File: src/pla_pkg.sv
// Constants and register layout of the PCS lane alignment status block.
package pla_pkg;
	localparam int          LANES       = 4;              // Lane_count_param.
	localparam int          SPC_W       = 16;             // Spacing width.
	localparam int          LOOP_W      = 12;             // Loopback width.
	localparam logic [2:0]  REPEAT_MAX  = 3'h4;           // Errors in a row.
	localparam logic [15:0] SPC_RST     = 16'h3fff;       // Spacing reset.
	localparam logic [11:0] LOOP_RST    = 12'h000;        // Loopback reset.
	localparam logic [11:0] OFS_CTRL    = 12'h000;        // Spacing register.
	localparam logic [11:0] OFS_LOOP    = 12'h004;        // Loopback register.
	localparam logic [11:0] OFS_STATUS  = 12'h008;        // Status register.
	localparam logic [11:0] OFS_MAP     = 12'h00c;        // Lane map register.
	localparam int          ST_ALIGNED  = 0;              // Status bit.
	localparam int          ST_PCS_OK   = 1;              // Status bit.
	localparam int          ST_TX_FAULT = 2;              // Status bit.
	localparam int          ST_FIFO_ERR = 3;              // Status bit.
	localparam int          ST_FOUND    = 4;              // Found field base.
	localparam int          ST_LOCK     = 8;              // Lock field base.
	localparam int          ST_SYNC_ERR = 12;             // Sync error base.
endpackage : pla_pkg

File: src/pla_lane_status.sv
// Lane lock, marker checking, lane map and PCS status with APB registers.
//
// Design decisions made here: the register offsets and register access over APB.
`timescale 1ns/1ps
module pla_lane_status
	import pla_pkg::*;
(
	input  wire logic              core_clk_in,             // 10 MHz clock.
	input  wire logic              rst_in,                  // Async reset.
	input  wire logic              rx_reset_in,             // Receive reset.
	input  wire logic              tx_reset_in,             // Transmit reset.
	input  wire logic [LANES-1:0]  rx_block_lock_in,        // Word lock.
	input  wire logic [LANES-1:0]  rx_word_valid_in,        // Word strobe.
	input  wire logic [LANES-1:0]  rx_marker_valid_in,      // Marker seen.
	input  wire logic [LANES-1:0]  rx_marker_bad_in,        // Malformed.
	input  wire logic [7:0]        rx_marker_id_in,         // Ids, 2 bits each.
	input  wire logic [LANES-1:0]  rx_bip_mismatch_in,      // BIP8 mismatch.
	input  wire logic              rx_hi_ber_in,            // High BER state.
	input  wire logic              tx_init_state_in,        // Encoder in init.
	input  wire logic              tx_fifo_under_in,        // FIFO underflow.
	input  wire logic              tx_fifo_over_in,         // FIFO overflow.
	input  wire logic              psel,                    // APB select.
	input  wire logic              penable,                 // APB enable.
	input  wire logic              pwrite,                  // APB direction.
	input  wire logic [11:0]       paddr,                   // APB address.
	input  wire logic [31:0]       pwdata,                  // APB write data.
	output logic                   pready,                  // APB ready.
	output logic [31:0]            prdata,                  // APB read data.
	output logic                   pslverr,                 // APB error.
	output logic                   rx_misaligned_out,       // Misalign pulse.
	output logic                   rx_aligned_out,          // All aligned.
	output logic                   rx_status_out,           // PCS status.
	output logic [LANES-1:0]       rx_lane_marker_found_out,// Demuxed lanes.
	output logic [LANES-1:0]       rx_lane_lock_vector_out, // Lane sync.
	output logic [LANES-1:0]       rx_sync_err_out,         // Sync errors.
	output logic [LANES-1:0]       rx_marker_spacing_err_out, // Pulses.
	output logic [LANES-1:0]       rx_marker_repeat_err_out,  // Pulses.
	output logic                   rx_marker_format_err_out,  // Pulse.
	output logic [LANES-1:0]       rx_bip_err_out,          // BIP8 pulses.
	output logic [1:0]             rx_lane0_phys_map_out,   // PCS lane 0.
	output logic [1:0]             rx_lane1_phys_map_out,   // PCS lane 1.
	output logic [1:0]             rx_lane2_phys_map_out,   // PCS lane 2.
	output logic [1:0]             rx_lane3_phys_map_out,   // PCS lane 3.
	output logic                   tx_local_fault_out,      // Init state.
	output logic                   tx_fifo_err_out,         // FIFO error.
	output logic [LOOP_W-1:0]      xcvr_loopback_sel_out    // Loopback sel.
);

	// Registered configuration and bus answer.
	logic [SPC_W-1:0]  spacing_m1;          // Marker spacing minus one.
	logic [SPC_W-1:0]  next_spacing_m1;     // Next spacing.
	logic [LOOP_W-1:0] next_loop;           // Next loopback select.
	logic              next_pready;         // Next ready.
	logic [31:0]       next_prdata;         // Next read data.
	logic              next_pslverr;        // Next error flag.

	// Per physical lane state, built in the generate loop below except good_marker.
	logic [LANES-1:0]  seen;                // Marker received since lock.
	logic [LANES-1:0]  phys_synced;         // Lock and marker on phys lane.
	logic [LANES-1:0]  next_sync_err;       // Next sync error levels.
	logic [LANES-1:0]  next_len_err;        // Next spacing pulses.
	logic [LANES-1:0]  next_rep_err;        // Next repeat pulses.
	logic [LANES-1:0]  next_bip;            // Next parity pulses.
	logic [LANES-1:0]  good_marker;         // Well formed marker per lane.

	// Alignment and map state.
	logic              all_seen;            // All lanes marked together once.
	logic              next_all_seen;       // Next of the above.
	logic              next_misaligned;     // Next misalign pulse.
	logic              next_aligned;        // Next aligned level.
	logic              next_status;         // Next PCS status.
	logic [1:0]        lane_map [LANES];    // Physical lane per PCS lane.
	logic [1:0]        next_map [LANES];    // Next map.
	logic [LANES-1:0]  next_found;          // Next marker found bits.
	logic [LANES-1:0]  next_lockv;          // Next lock vector.
	logic              next_fmt_err;        // Next format pulse.
	logic              next_tx_fault;       // Next local fault.
	logic              next_fifo_err;       // Next FIFO error.

	assign good_marker = rx_marker_valid_in & ~rx_marker_bad_in;

	// Marker checking per physical lane; pulses fire only while locked.
	genvar g;
	generate
		for (g = 0; g < LANES; g++) begin : g_lane
			logic [SPC_W-1:0] cnt;           // Words since last marker.
			logic [SPC_W-1:0] next_cnt;      // Next word count.
			logic [2:0]       run;           // Marker errors in a row.
			logic [2:0]       next_run;      // Next run length.
			logic             next_seen;     // Next marker seen flag.
			logic             was_lock;      // Lock one cycle ago.
			logic             miss;          // Marker overdue.
			logic             bad;           // Marker error this word.

			// A missing marker is declared after twice the spacing, so a
			// single corrupted marker does not flag a sync error.
			always_comb begin
				next_cnt = cnt;
				next_run = run;
				next_seen = seen[g];
				next_len_err[g] = 1'b0;
				next_rep_err[g] = 1'b0;
				next_bip[g] = 1'b0;
				next_sync_err[g] = rx_sync_err_out[g];
				miss = ({1'b0, cnt} >= {spacing_m1, 1'b1});
				bad = 1'b0;
				if (rx_reset_in || !rx_block_lock_in[g]) begin
					// Lock loss after lock counts as sync error.
					next_cnt = '0;
					next_run = '0;
					next_seen = 1'b0;
					next_sync_err[g] = !rx_reset_in &&
					                   (was_lock || rx_sync_err_out[g]);
				end else if (rx_marker_valid_in[g]) begin
					next_cnt = '0;
					if (rx_marker_bad_in[g]) begin
						bad = 1'b1;
					end else begin
						next_seen = 1'b1;
						next_sync_err[g] = 1'b0;
					end
					if (seen[g] && cnt != spacing_m1) begin
						next_len_err[g] = 1'b1;
						bad = 1'b1;
					end
					next_bip[g] = rx_bip_mismatch_in[g] && seen[g];
					if (!bad) begin
						next_run = '0;
					end else if (run == REPEAT_MAX - 3'h1) begin
						next_rep_err[g] = 1'b1;
						next_run = '0;
					end else begin
						next_run = run + 3'h1;
					end
				end else if (rx_word_valid_in[g]) begin
					if (!miss) begin
						next_cnt = cnt + 16'h0001;
					end else begin
						next_sync_err[g] = 1'b1;
					end
				end
			end

			// Registers of one lane.
			always_ff @(posedge core_clk_in or posedge rst_in) begin
				if (rst_in) begin
					cnt <= '0;
					run <= '0;
					seen[g] <= 1'b0;
					was_lock <= 1'b0;
					rx_sync_err_out[g] <= 1'b0;
					rx_marker_spacing_err_out[g] <= 1'b0;
					rx_marker_repeat_err_out[g] <= 1'b0;
					rx_bip_err_out[g] <= 1'b0;
				end else begin
					cnt <= next_cnt;
					run <= next_run;
					seen[g] <= next_seen;
					was_lock <= rx_block_lock_in[g] && !rx_reset_in;
					rx_sync_err_out[g] <= next_sync_err[g];
					rx_marker_spacing_err_out[g] <= next_len_err[g];
					rx_marker_repeat_err_out[g] <= next_rep_err[g];
					rx_bip_err_out[g] <= next_bip[g];
				end
			end

			assign phys_synced[g] = rx_block_lock_in[g] && seen[g];
		end
	endgenerate

	// Alignment, lane map and status. The map is written by marker id, so
	// two lanes with the same id leave the higher physical lane in place.
	always_comb begin
		next_all_seen = all_seen;
		next_misaligned = 1'b0;
		next_aligned = rx_aligned_out;
		next_map = lane_map;
		next_found = rx_lane_marker_found_out;
		next_lockv = '0;
		next_fmt_err = 1'b0;
		for (int p = 0; p < LANES; p++) begin
			if (good_marker[p] && rx_block_lock_in[p]) begin
				next_map[rx_marker_id_in[2*p +: 2]] = p[1:0];
				next_found[rx_marker_id_in[2*p +: 2]] = 1'b1;
			end
		end
		for (int l = 0; l < LANES; l++) begin
			if (!rx_block_lock_in[next_map[l]]) begin
				next_found[l] = 1'b0;
			end
			// The code is only trusted while this bit is high.
			next_lockv[l] = next_found[l] && phys_synced[next_map[l]];
		end
		next_fmt_err = |(rx_marker_valid_in & rx_marker_bad_in &
		                 rx_block_lock_in);
		if (&rx_marker_valid_in) begin
			next_all_seen = 1'b1;
		end
		if (all_seen && |rx_marker_valid_in && !(&rx_marker_valid_in)) begin
			next_misaligned = 1'b1;
		end
		if (next_misaligned || !(&next_lockv)) begin
			next_aligned = 1'b0;
		end else if (&good_marker) begin
			next_aligned = 1'b1;
		end
		if (rx_reset_in) begin
			next_all_seen = 1'b0;
			next_misaligned = 1'b0;
			next_aligned = 1'b0;
			next_found = '0;
			next_lockv = '0;
			next_fmt_err = 1'b0;
		end
		next_status = next_aligned && !rx_hi_ber_in;
	end

	// Receive status registers.
	always_ff @(posedge core_clk_in or posedge rst_in) begin
		if (rst_in) begin
			all_seen <= 1'b0;
			rx_misaligned_out <= 1'b0;
			rx_aligned_out <= 1'b0;
			rx_status_out <= 1'b0;
			rx_lane_marker_found_out <= '0;
			rx_lane_lock_vector_out <= '0;
			rx_marker_format_err_out <= 1'b0;
			lane_map <= '{default: 2'h0};
		end else begin
			all_seen <= next_all_seen;
			rx_misaligned_out <= next_misaligned;
			rx_aligned_out <= next_aligned;
			rx_status_out <= next_status;
			rx_lane_marker_found_out <= next_found;
			rx_lane_lock_vector_out <= next_lockv;
			rx_marker_format_err_out <= next_fmt_err;
			lane_map <= next_map;
		end
	end

	assign rx_lane0_phys_map_out = lane_map[0];
	assign rx_lane1_phys_map_out = lane_map[1];
	assign rx_lane2_phys_map_out = lane_map[2];
	assign rx_lane3_phys_map_out = lane_map[3];

	// Transmit indicators. The FIFO error is sticky because recovery needs
	// a port reset anyway; a fresh event in the reset cycle still wins.
	always_comb begin
		next_tx_fault = tx_init_state_in && !tx_reset_in;
		next_fifo_err = tx_fifo_err_out && !tx_reset_in;
		if (tx_fifo_under_in || tx_fifo_over_in) begin
			next_fifo_err = 1'b1;
		end
	end

	// Transmit registers.
	always_ff @(posedge core_clk_in or posedge rst_in) begin
		if (rst_in) begin
			tx_local_fault_out <= 1'b0;
			tx_fifo_err_out <= 1'b0;
		end else begin
			tx_local_fault_out <= next_tx_fault;
			tx_fifo_err_out <= next_fifo_err;
		end
	end

	// APB slave: the setup cycle prepares the answer, so the access phase
	// always lasts one cycle. Read data is sampled at setup time.
	always_comb begin
		next_pready = psel && !penable;
		next_prdata = '0;
		next_pslverr = 1'b0;
		next_spacing_m1 = spacing_m1;
		next_loop = xcvr_loopback_sel_out;
		if (psel && !penable) begin
			case (paddr)
				OFS_CTRL: next_prdata[SPC_W-1:0] = spacing_m1;
				OFS_LOOP: next_prdata[LOOP_W-1:0] = xcvr_loopback_sel_out;
				OFS_STATUS: begin
					next_prdata[ST_ALIGNED] = rx_aligned_out;
					next_prdata[ST_PCS_OK] = rx_status_out;
					next_prdata[ST_TX_FAULT] = tx_local_fault_out;
					next_prdata[ST_FIFO_ERR] = tx_fifo_err_out;
					next_prdata[ST_FOUND +: LANES] = rx_lane_marker_found_out;
					next_prdata[ST_LOCK +: LANES] = rx_lane_lock_vector_out;
					next_prdata[ST_SYNC_ERR +: LANES] = rx_sync_err_out;
				end
				OFS_MAP: begin
					for (int l = 0; l < LANES; l++) begin
						next_prdata[2*l +: 2] = lane_map[l];
					end
				end
				default: next_pslverr = 1'b1;
			endcase
			// Status and map are read only; writes to them are refused.
			if (pwrite && (paddr == OFS_STATUS || paddr == OFS_MAP)) begin
				next_pslverr = 1'b1;
			end
			if (pwrite) begin
				next_prdata = '0;
			end
		end
		if (psel && penable && pready && pwrite) begin
			if (paddr == OFS_CTRL) begin
				next_spacing_m1 = pwdata[SPC_W-1:0];
			end
			if (paddr == OFS_LOOP) begin
				next_loop = pwdata[LOOP_W-1:0];
			end
		end
	end

	// Bus and configuration registers.
	always_ff @(posedge core_clk_in or posedge rst_in) begin
		if (rst_in) begin
			pready <= 1'b0;
			prdata <= '0;
			pslverr <= 1'b0;
			spacing_m1 <= SPC_RST;
			xcvr_loopback_sel_out <= LOOP_RST;
		end else begin
			pready <= next_pready;
			prdata <= next_prdata;
			pslverr <= next_pslverr;
			spacing_m1 <= next_spacing_m1;
			xcvr_loopback_sel_out <= next_loop;
		end
	end

endmodule : pla_lane_status

File: config.mk
export PLATFORM = sky130hd
export DESIGN_NAME = pla_lane_status
export DESIGN_NICKNAME = d
export VERILOG_FILES = /design/src/pla_pkg.sv /design/src/pla_lane_status.sv
export SDC_FILE = /design/constraint.sdc
export NUM_CORES = 1
export LEC_CHECK = 0
export CORE_MARGIN = 2
export CORE_UTILIZATION = 45
export DETAILED_ROUTE_END_ITERATION = 10
export DONT_BUFFER_PORTS = 1
export PLACE_DENSITY_LB_ADDON = 0.08
export SLEW_MARGIN = 20
export SYNTH_ARGS = -nofsm -noshare
export SYNTH_HDL_FRONTEND = slang
export SYNTH_SLANG_ARGS = --single-unit
File: constraint.sdc
create_clock -name core_clk_in -period 10.9 [get_ports core_clk_in]
set_input_delay 1.09 -clock core_clk_in [delete_from_list [all_inputs] [get_ports core_clk_in]]
set_output_delay 1.09 -clock core_clk_in [all_outputs]
set_load 0.01 [all_outputs]
==> out/qor.txt, run 1 <==
Run status -> finished, violations left
Violations in the final reports -> DRC
Post-route total power -> 1.41 mW
Sum of net half-perimeters after detailed placement -> 21.9 mm
Fraction of registers with async set or reset after synthesis -> 100%
Main synth FF type -> dfrtp_1
# H-tree levels -> 4
Area growth from synthesis to layout -> 6.70%
Clk pwr share -> 45.7%
Height of the chip -> 156 um
Number of nets in the layout -> 1209
CTS Hold Bufs -> 0
Worst path max stage delay -> 0.73 ns
Residual overflow from global routing -> 0
Highest net fanout along the worst path -> 13
Top achievable clock speed -> 0.294 GHz
Antenna violations before repair -> 2
Tot GR Track Use -> 25.7%
Layout cell share with drive strength beyond 1 -> 8.96%
Number of synthesized flops with an enable pin -> 0
Max Transition Viols Final -> 0
Period Utilization, post-route -> 31.2%
Type of the tightest min-delay check -> register to register
Total count of hold-check failures in the final report -> 0
CP startpoint kind -> register
Sw Share -> 25.3%
Number of sinks driven by the clock tree -> 169
Number of vias per cell -> 5.97
Net Switching -> 0.357 mW
Number of detailed-route iterations in the first pass -> 10
Internal power -> 1.05 mW
Sequential element share of the synthesized area -> 40.6%
Worst-Margin Slew -> 1.02 ns
Clk_skew -> 0.0113 ns
Largest net degree at the start of global routing -> 99
Wire length of the first global-routing pass -> 47.1 mm
Core utilization of the finished layout -> 49.1%
Clock tree from TritonCTS -> built
Maxcap violations -> 0
Gate Count Post-Synth -> 1095
Via count -> 8098
Count of synthesis-stage warnings from yosys -> 0
Final setup margin -> 7.50 ns
Proportion of power drawn by flip-flops and latches -> 47.6%
Slew headroom -> 31.9%
Clock latency of the later-clocked register in the worst-skew pair -> 0.44 ns
DRT Wirelength -> 30.5 mm
Worst hold margin -> 0.484 ns
Arrival time worst endpoint -> 3.74 ns
Residual DRC count -> 1
Number of global-route vias before repair -> 7915
Pwr dens -> 126 nW/um^2
Clock period minus worst slack -> 3.40 ns
Max stage delay cell, worst path -> dfstp_2
Number of violations reported at the end of detailed-routing iteration 0 -> 449
Buffer count from post-CTS setup fixing -> 0
Number of distinct library cell variants in the gate-level netlist after synthesis -> 80
Area enclosed by the die boundary -> 24500 sq um
Data required time of the worst path -> 11.25 ns
ANT nets after route -> 0
Number of buffers added by the clock tree synthesis step -> 17
Critical Path Sink Type -> register
Cell Area, Synth -> 10500 sq um
Post-placement setup slack -> 7.40 ns
Worst VDD drop -> 0.0803 mV
Ordered cell list for the critical path -> inv_1 -> ha_1 -> and3_1 -> nand3_1 -> o211ai_1 -> a32oi_2 -> nand2_2 -> or4_1 -> a21oi_1
Total negative setup slack -> 0 ns
Worst-case clock buffer depth -> 2
Clk pin slew, worst setup/hold paths -> 0.07 ns
Buffer type at the clock tree root -> clkbuf_16
PostCTS Resize Cnt -> 0
Routability congestion estimate -> 0.884
Area of the placeable core -> 22700 sq um
Type of the worst setup path -> register to register
Routed wire per std cell -> 22.5 um
DIE WIDTH -> 156 um
Register bit count reported by yosys -> 169
Total I/O pin count -> 167
Syn Area/Cell -> 9.55 sq um
Core Rows -> 55
Buffers added on ports -> 0
P_leak -> 4.96 nW
Relative contribution of combinational cells to total power -> 6.7%
Final number of setup-violating endpoints -> 0
Setup repair after global routing missed its margin -> false
Starting density of the core -> 46.0%
## per-layer routing
layer | global-route usage (%) | part of all wire, % | routed length [um]
met3 | 6.01 | 6.1 | 1870
met4 | 9.65 | 2.8 | 850
met5 | 0 | 0.043 | 13
met2 | 39.9 | 46 | 14100
met1 | 35.2 | 45 | 13700
## cell families (layout without fill, tap and decap cells)
kind of cell / Yosys count / after routing / synth area share, %
flops: 169 / 169 / 40.6
buf+inv: 126 / 87 / 5.45
xor+xnor: 93 / 93 / 7.79
compound gates: 209 / 209 / 12.8
fa+ha+maj: 68 / 68 / 8.14
other cells: 1 / 17 / 0.0359
mux: 46 / 46 / 5.46
simple gates: 383 / 383 / 19.7
## Yosys cell counts (15+ instances only)
library cell  instances  area share [%]
dfrtp_1             155              37
nor2_1               95             3.4
nand2_1              76             2.7
ha_1                 68             8.1
xnor2_1              66             5.5
a21oi_1              61             2.9
o21ai_0              54             2.6
inv_1                51             1.8
clkbuf_1             42             1.5
nand4_1              29             1.7
nand3_1              28             1.3
xor2_1               27             2.3
nor4_1               22             1.3
mux2i_1              21             2.0
mux2_2               18             1.9
or3_1                18             1.1
buf_4                16             1.1
nor2b_1              16            0.96
nor3_1               15            0.72
## worst paths after layout
check                                 startpoint                           end  slack, ns  cells after the start
worst max-delay path               spacing_m1[3]             g_lane[2].cnt[10]       7.50                      9
worst min-delay path            g_lane[1].run[0]              g_lane[1].run[0]       0.48                      1
worst max register to register     spacing_m1[3]             g_lane[2].cnt[10]       7.50                      9
worst min register to register  g_lane[1].run[0]              g_lane[1].run[0]       0.48                      1
max in group asynchronous                 rst_in                 rx_status_out       8.66                      2
min in group asynchronous                 rst_in  rx_marker_spacing_err_out[1]       0.71                      1
## state kept, by name (all words and copies together) (netlist names), 4 cells and up
| name | count |
|---|---|
| rx_marker_spacing_err_out | 4 |
| g_lane.run | 12 |
| g_lane.was_lock | 4 |
| seen | 4 |
| rx_marker_repeat_err_out | 4 |
| rx_lane_marker_found_out | 4 |
| spacing_m1 | 16 |
| rx_bip_err_out | 4 |
| xcvr_loopback_sel_out | 12 |
| g_lane.cnt | 64 |
| prdata | 16 |
| rx_lane_lock_vector_out | 4 |
| rx_sync_err_out | 4 |
## cell type report
type,count,area [sq um]
Clock inverter,12,165
Fill cell,2152,11600
Clock buffer,20,447
Antenna cell,1,2.50
Tap cell,285,357
Inverter,52,200
Multi-Input combinational cell,815,5720
Timing Repair Buffer,3,22.5
Sequential cell,169,4250
## metrics by stage
stage               cell area (sq um)  std cells
finish                          11200       1357
global route                    11200       1356
CTS                             11100       1356
detailed placement              10500       1324
global placement                10500       1324
floorplan                       10500       1110
## cell usage in the layout (no fill, tap or decap), types with 8 or more instances in the layout
cell type	Yosys	final
nand3_1	28	28
xor2_1	27	27
nand2_1	76	76
ha_1	68	68
inv_1	51	50
or3_1	18	18
dfstp_2	14	14
o31ai_1	12	12
nand4_1	29	29
dfrtp_1	155	155
nand2b_1	14	14
nor3_1	15	15
o21ai_0	54	54
clkbuf_16	0	17
xnor2_1	66	66
o21a_1	8	8
nand4b_1	8	8
and3_1	11	11
a21oi_1	61	61
nor4_1	22	21
mux2i_1	21	21
mux2_2	18	18
nor2b_1	16	16
a21o_1	9	9
conb_1	1	16
nor2_1	95	95
or4_1	13	13
## worst max-delay path, delay by kind of cell (launching register included)
family / cells / cell delay, ns
buf+inv: 1 / 0.27
simple gates: 4 / 1.12
fa+ha+maj: 1 / 0.37
compound gates: 3 / 0.83
flops: 1 / 0.73
## power groups by stage
stage / Clock, mW / Combinational, mW / Sequential, mW
final: 0.645 / 0.0942 / 0.672
after global routing: 0.685 / 0.108 / 0.673
after CTS: 0.657 / 0.0956 / 0.671
after detailed placement: 0 / 0.0951 / 0.683
after global placement: 0 / 0.0943 / 0.683
after floorplan: 0 / 0.0907 / 0.673
Note: power is estimated with default switching activity, not from simulation.
==> run 2: changes to the inputs <==
==> constraint.sdc (replaced) <==
create_clock -name core_clk_in -period 3.05 [get_ports core_clk_in]
set_input_delay 0.305 -clock core_clk_in [delete_from_list [all_inputs] [get_ports core_clk_in]]
set_output_delay 0.305 -clock core_clk_in [all_outputs]
set_load 0.01 [all_outputs]
==> out/qor.txt, run 2 (synthesis gave the netlist of run 1 again) <==
Type of the worst setup path -> register to register
Worst-Margin Slew -> 0.916 ns (-0.0988 ns)
Number of vias per cell -> 5.90 (-1.1%)
Layout cell share with drive strength beyond 1 -> 11.9% (+2.9 points)
Worst reg2reg path startpoint -> spacing_m1[9]
Path depth of the worst reg2reg path -> 10 (+1)
DRT Wirelength -> 31.1 mm (+2.0%)
Internal power -> 3.83 mW (+260%)
Number of buffers added by the clock tree synthesis step -> 17 (unchanged)
Residual overflow from global routing -> 0 (unchanged)
Residual DRC count -> 0 (-1)
Worst-case clock buffer depth -> 2 (unchanged)
Slew headroom -> 38.8% (+6.9 points)
Antenna violations before repair -> 1 (-1)
Biggest regs -> g_lane.cnt (64), prdata (16), spacing_m1 (16)
Buffer count from post-CTS setup fixing -> 0 (unchanged)
Starting density of the core -> 46.0% (unchanged)
DIE WIDTH -> 156 um (unchanged)
Height of the chip -> 156 um (unchanged)
Period Utilization, post-route -> 93.1% (+62 points)
Endpoint of the lowest-slack register-to-register path -> g_lane[3].cnt[14]
Relative contribution of combinational cells to total power -> 7.5% (+0.8 points)
Diode insertion count for antenna repair -> 0 (-1)
Via count -> 8349 (+3.1%)
Clk pwr share -> 46.0% (+0.3 points)
Largest net degree at the start of global routing -> 51 (-48%)
Wire length of the first global-routing pass -> 48.1 mm (+2.0%)
Routability congestion estimate -> 0.872 (-1.3%)
Final number of setup-violating endpoints -> 0 (unchanged)
Sw Share -> 25.7% (+0.32 points)
Clock latency of the later-clocked register in the worst-skew pair -> 0.44 ns (about the same)
Worst VDD drop -> 0.338 mV (+320%)
Sum of net half-perimeters after detailed placement -> 23.0 mm (+5.1%)
Pwr dens -> 440 nW/um^2 (+250%)
Clk pin slew, worst setup/hold paths -> 0.07 ns (about the same)
Data required time of the worst path -> 3.39 ns (-7.86 ns)
Number of violations reported at the end of detailed-routing iteration 0 -> 548 (+22%)
Post-placement setup slack -> 0.212 ns (-7.18 ns)
Area of the placeable core -> 22700 sq um (unchanged)
Top achievable clock speed -> 0.352 GHz (+20%)
Area growth from synthesis to layout -> 12.1%
Number of nets in the layout -> 1267 (+4.8%)
Type of the tightest min-delay check -> input pin to register
Arrival time worst endpoint -> 3.18 ns (-0.56 ns)
Run status -> completed
Buffers added on ports -> 0 (unchanged)
Total count of hold-check failures in the final report -> 0 (unchanged)
Proportion of power drawn by flip-flops and latches -> 46.6% (-1.0 points)
Maxcap violations -> 0 (unchanged)
Total I/O pin count -> 167 (unchanged)
Sink of the worst hold path -> spacing_m1[9]
Number of global-route vias before repair -> 8096 (+2.3%)
Clock tree from TritonCTS -> built
Highest net fanout along the worst path -> 30 (+17)
Max Transition Viols Final -> 0 (unchanged)
Final setup margin -> 0.211 ns (-7.29 ns)
P_leak -> 5.26 nW (+6.0%)
Post-route total power -> 5.15 mW (+270%)
Buffer type at the clock tree root -> clkbuf_16
Clk_skew -> 0.0154 ns (+0.00409 ns)
Flip-flop count of the largest register, all copies and words added -> 64 (unchanged)
Area enclosed by the die boundary -> 24500 sq um (unchanged)
Core Rows -> 55 (unchanged)
Tot GR Track Use -> 26.2% (+0.42 points)
Number of sinks driven by the clock tree -> 169 (unchanged)
Core utilization of the finished layout -> 51.6% (+2.5 points)
Hold path startpoint -> pwdata[9]
CP startpoint kind -> register
Net Switching -> 1.32 mW (+270%)
ANT nets after route -> 0 (unchanged)
Register bank with the most flops -> g_lane.cnt
Routed wire per std cell -> 22.0 um (-2.1%)
# H-tree levels -> 4 (unchanged)
Worst hold margin -> 0.0109 ns (-0.473 ns)
Critical Path Sink Type -> register
Cell count of the worst hold path -> 2 (+1)
Commonest non-fill, non-tap cells in the layout -> 155 x dfrtp_1, 95 x nor2_1, 76 x nand2_1
Most frequent standard cell in the layout excluding fill and tap cells -> dfrtp_1
Number of detailed-route iterations in the first pass -> 5 (-5)
Setup repair after global routing missed its margin -> false
Total negative setup slack -> 0 ns (unchanged)
R2r setup slk -> 0.21 ns (-7.29 ns)
Clock period minus worst slack -> 2.84 ns (-0.557 ns)
## run 2: cell count changes in the layout (fill, tap and decap cells not counted)
cell           change
a31oi_2            +1
a31oi_4            -1
buf_12             +4
buf_4             +32
clkbuf_1           -2
clkbuf_8           +1
clkinv_8           +1
clkinvlp_4         -1
diode_2            -1
dlygate4sd3_1     +22
inv_8              +1
nand2_2            -1
nand2_4            +1
## run 2: final cells by class
type	instances	area (sq um)
clock buffer	19	453
inverter	52	199
tap	285	357
clock inverter	13	186
sequential	169	4250
timing repair buffer	61	563
fill	2114	11000
multi-input combinational	815	5710
## run 2: metal layers
layer | track usage [%] | share of wire, % | vias to the layer above
li1 | - | - | 3936
met5 | 0 | 0.035 | -
met4 | 8.21 | 2.1 | 2
met1 | 36.7 | 46 | 4126
met3 | 5.87 | 5.4 | 44
met2 | 40.3 | 46 | 241
## run 2: metrics by stage
step	instance area (sq um)	instances
global placement	10900	1360
CTS	11700	1414
global route	11700	1414
floorplan	10500	1110
detailed placement	10900	1360
finish	11700	1414
## run 2: critical path: stages, from the launching register on
cell and delay [ns]:
dfstp_2 0.53, inv_1 0.13, ha_1 0.34, a21oi_1 0.14, o21ai_1 0.12, a2111oi_2 0.33, a211o_2 0.21, a31oi_2 0.11
buf_12 0.18, or4_1 0.50, a21oi_1 0.15
## run 2: worst max path at each step
stage,startpoint,endpoint,slack [ns]
detailed placement,spacing_m1[7],g_lane[2].cnt[14],0.21
finish,spacing_m1[9],g_lane[3].cnt[14],0.21
floorplan,spacing_m1[5],g_lane[2].cnt[13],0.17
CTS,spacing_m1[7],g_lane[2].cnt[14],0.20
global route,spacing_m1[9],g_lane[3].cnt[15],0.01
global placement,spacing_m1[7],g_lane[2].cnt[14],0.24
## run 2: power groups by stage
| stage | registers, mW | clock network [mW] | logic, mW |
|---|---|---|---|
| finish | 2.40 | 2.37 | 0.384 |
| global route | 2.41 | 2.51 | 0.433 |
| CTS | 2.40 | 2.40 | 0.387 |
| detailed placement | 2.44 | 0 | 0.354 |
| global placement | 2.44 | 0 | 0.349 |
| floorplan | 2.40 | 0 | 0.325 |
## run 2: repair_timing
| action | in CTS | in global routing |
|---|---|---|
| hold endpoints to repair | 63 | 0 |
| hold buffers | 22 | 0 |
| setup endpoints to repair | 0 | 1 |
| gates resized for setup | 0 | 1 |
==> run 3: changes to the inputs <==
--- a/config.mk
+++ b/config.mk
@@ -5,6 +5,7 @@
 export SDC_FILE = /design/constraint.sdc
 export NUM_CORES = 1
 export LEC_CHECK = 0
+export ABC_AREA = 1
 export CORE_MARGIN = 2
 export CORE_UTILIZATION = 45
 export DETAILED_ROUTE_END_ITERATION = 10
==> out/qor.txt, run 3 <==
Library cell occupying the most area in the post-synthesis netlist -> dfrtp_1
Type of the worst setup path -> register to register
ANT nets after route -> 0 (unchanged)
Post-synthesis compound-gate area fraction -> 10.4% (-2.4 points)
Layout cell share with drive strength beyond 1 -> 8.43% (-3.4 points)
Worst-Margin Slew -> 0.697 ns (-0.219 ns)
Buffer type at the clock tree root -> clkbuf_16
Final number of setup-violating endpoints -> 0 (unchanged)
Area of the placeable core -> 24300 sq um (+7.1%)
Multiplexer fraction of the synthesized cell area -> 0% (-5.5 points)
Fraction of registers with async set or reset after synthesis -> 100% (unchanged)
Area enclosed by the die boundary -> 26000 sq um (+6.3%)
Register bit count reported by yosys -> 169 (unchanged)
Hold path startpoint -> psel
Area post-placement -> 11700 sq um (+7.7%)
Worst reg2reg path startpoint -> spacing_m1[13]
Area share of fa/ha/maj cells after synthesis -> 7.64% (-0.49 points)
Buffers added on ports -> 0 (unchanged)
Slew headroom -> 53.4% (+15 points)
Most frequently used cell type in the post-synthesis netlist -> nand2_1
Number of violations reported at the end of detailed-routing iteration 0 -> 1078 (+97%)
Register bank with the most flops -> g_lane.cnt
Most frequent standard cell in the layout excluding fill and tap cells -> nand2_1
R2r setup slk -> 0.35 ns (+0.14 ns)
Number of global-route vias before repair -> 9888 (+22%)
Highest net fanout along the worst path -> 17 (-43%)
Dominant combinational cell family by area after synthesis -> simple AND/OR/NAND/NOR gates
Endpoint of the lowest-slack register-to-register path -> g_lane[1].cnt[4]
Number of synthesized flops with an enable pin -> 0 (unchanged)
P_leak -> 5.80 nW (+10%)
Run status -> completed
Top achievable clock speed -> 0.371 GHz (+5.2%)
Sequential element share of the synthesized area -> 38.2% (-2.5 points)
Tot GR Track Use -> 29.1% (+2.9 points)
Antenna violations before repair -> 0 (-1)
Worst VDD drop -> 0.341 mV (+1.1%)
Type of the tightest min-delay check -> input pin to register
Total I/O pin count -> 167 (unchanged)
Number of vias per cell -> 5.61 (-5.0%)
Cell types occupying the most area after synthesis -> dfrtp_1 35%, nand2_1 12%, ha_1 7.6%
Critical Path Sink Type -> register
Clk pin slew, worst setup/hold paths -> 0.07 ns (about the same)
Synth top area share -> 34.8% (-2.3 points)
Clock latency of the later-clocked register in the worst-skew pair -> 0.44 ns (about the same)
Number of sinks driven by the clock tree -> 169 (unchanged)
Core Rows -> 57 (+3.6%)
Xor and xnor fraction of the mapped netlist area -> 4.25% (-3.5 points)
Biggest regs -> g_lane.cnt (64), prdata (16), spacing_m1 (16)
Max Transition Viols Final -> 0 (unchanged)
Residual overflow from global routing -> 0 (unchanged)
CTS Hold Bufs -> 12 (-45%)
Starting density of the core -> 45.8% (-0.27 points)
Clock tree from TritonCTS -> built
Setup repair after global routing missed its margin -> false
Via count -> 10600 (+27%)
Routability congestion estimate -> 0.928 (+6.3%)
Number of distinct library cell variants in the gate-level netlist after synthesis -> 47 (-41%)
Sink of the worst hold path -> pready
Sum of net half-perimeters after detailed placement -> 28.4 mm (+24%)
Clk_skew -> 0.0131 ns (-0.00222 ns)
Largest net degree at the start of global routing -> 80 (+57%)
Data required time of the worst path -> 3.40 ns (about the same)
PostCTS Resize Cnt -> 0 (unchanged)
Cell count of the worst hold path -> 2 (unchanged)
Syn Area/Cell -> 7.36 sq um (-23%)
DRT Wirelength -> 37.6 mm (+21%)
Finished layout cell area -> 12400 sq um (+5.7%)
Residual DRC count -> 0 (unchanged)
CP startpoint kind -> register
Total count of hold-check failures in the final report -> 0 (unchanged)
Maxcap violations -> 0 (unchanged)
Pwr dens -> 403 nW/um^2 (-8.3%)
Number of buffers added by the clock tree synthesis step -> 17 (unchanged)
Gate Count Post-Synth -> 1512 (+38%)
Fraction of the mapped netlist area in simple logic gates -> 30.8% (+11 points)
Top cell types by occurrence after synthesis -> 362 x nand2_1, 180 x inv_1, 155 x dfrtp_1
Diode insertion count for antenna repair -> 0 (unchanged)
Height of the chip -> 161 um (+3.1%)
Flip-flop count of the largest register, all copies and words added -> 64 (unchanged)
DIE WIDTH -> 161 um (+3.1%)
Commonest non-fill, non-tap cells in the layout -> 362 x nand2_1, 179 x inv_1, 155 x dfrtp_1
Cell Area, Synth -> 11100 sq um (+6.5%)
Post-route total power -> 5.00 mW (-3.1%)
# H-tree levels -> 4 (unchanged)
Number of detailed-route iterations in the first pass -> 7 (+2)
Area growth from synthesis to layout -> 11.2%
Worst-case clock buffer depth -> 2 (unchanged)
Fillers -> 2419 (+14%)
Wire length of the first global-routing pass -> 57.6 mm (+20%)
Routed wire per std cell -> 19.9 um (-9.7%)
Buffer count from post-CTS setup fixing -> 0 (unchanged)
Path depth of the worst reg2reg path -> 11 (+1)
Main synth FF type -> dfrtp_1
Clock period minus worst slack -> 2.70 ns (-0.140 ns)
Count of synthesis-stage warnings from yosys -> 0 (unchanged)
Period Utilization, post-route -> 88.5% (-4.6 points)
Arrival time worst endpoint -> 3.05 ns (-0.13 ns)
Number of nets in the layout -> 1704 (+34%)
Total negative setup slack -> 0 ns (unchanged)
==> run 3: cell types whose count changed after synthesis, sizes merged, moves of 49 or more <==
cell / change
inv: +135
nand2: +295
nand3: +78
nor2: +57
nor3: +49
xnor2: -60
==> run 3: layout make-up <==
type                       instances  area, sq um  share of cell area, %
multi-input combinational       1119         5970                   48.2
clock inverter                    14          131                   1.06
inverter                         188          709                   5.73
clock buffer                      18          439                   3.55
tap                              324          405                   3.27
timing repair buffer              58          478                   3.86
sequential                       169         4250                   34.3
==> run 3: metal layers <==
layer  routed length (um)  up-vias  share of wire [%]  global-route usage (%)
li1                     -     5060                  -                       -
met1                17100     5088                 45                    41.2
met2                16800      395                 45                    44.9
met3                 2620       61                7.0                    5.55
met4                 1010        0                2.7                    9.50
met5                    0        -                  0                       0
==> run 3: how the worst max path moves through the flow <==
stage	startpoint	to	slack, ns	cells after the start
2_1_floorplan	spacing_m1[5]	g_lane[1].cnt[8]	0.41	14
3_3_place_gp	spacing_m1[13]	g_lane[1].cnt[4]	0.46	11
3_5_place_dp	spacing_m1[13]	g_lane[1].cnt[4]	0.44	11
4_1_cts	spacing_m1[13]	g_lane[1].cnt[4]	0.39	11
5_1_grt	spacing_m1[13]	g_lane[1].cnt[4]	0.15	11
6_report	spacing_m1[13]	g_lane[1].cnt[4]	0.35	11
==> run 3: per-stage QoR <==
stage	utilization [%]	setup WS, ns	hold WS (ns)	std cells
3_5_place_dp	48.1	0.439	0.303	1846
2_1_floorplan	-	0.415	0.365	1527
3_3_place_gp	48.1	0.463	0.303	1846
4_1_cts	50.9	0.395	0.00130	1890
6_report	50.9	0.352	0.0145	1890
5_1_grt	50.9	0.151	0.00997	1890
==> run 3: cell families (layout without fill, tap and decap cells) <==
group                    count (synthesis)  in the layout
adder cells (fa/ha/maj)                 68             68
AND/OR/NAND/NOR                        770            770
XOR/XNOR                                54             54
other                                    1             16
flip-flops                             169            169
buffers and inverters                  239            278
AO/OA/AOI/OAI                          211            211
==> run 3: where the power goes <==
group          switching [mW]  internal, mW  total, mW  leakage (nW)
Clock                    1.05          1.10       2.16         0.277
Sequential             0.0843          2.29       2.37          2.26
Combinational           0.333         0.134      0.467          3.26
Total                    1.47          3.53       5.00          5.80
==> run 3: critical path, stage by stage (launching register included) <==
cell      delay (ns)
dfstp_2         0.65
inv_1           0.24
ha_1            0.38
a21oi_1         0.14
o21ai_0         0.09
nor2_1          0.11
nand3_1         0.12
nor2_2          0.14
inv_1           0.07
nand2_1         0.41
nand2_1         0.09
a21boi_0        0.16
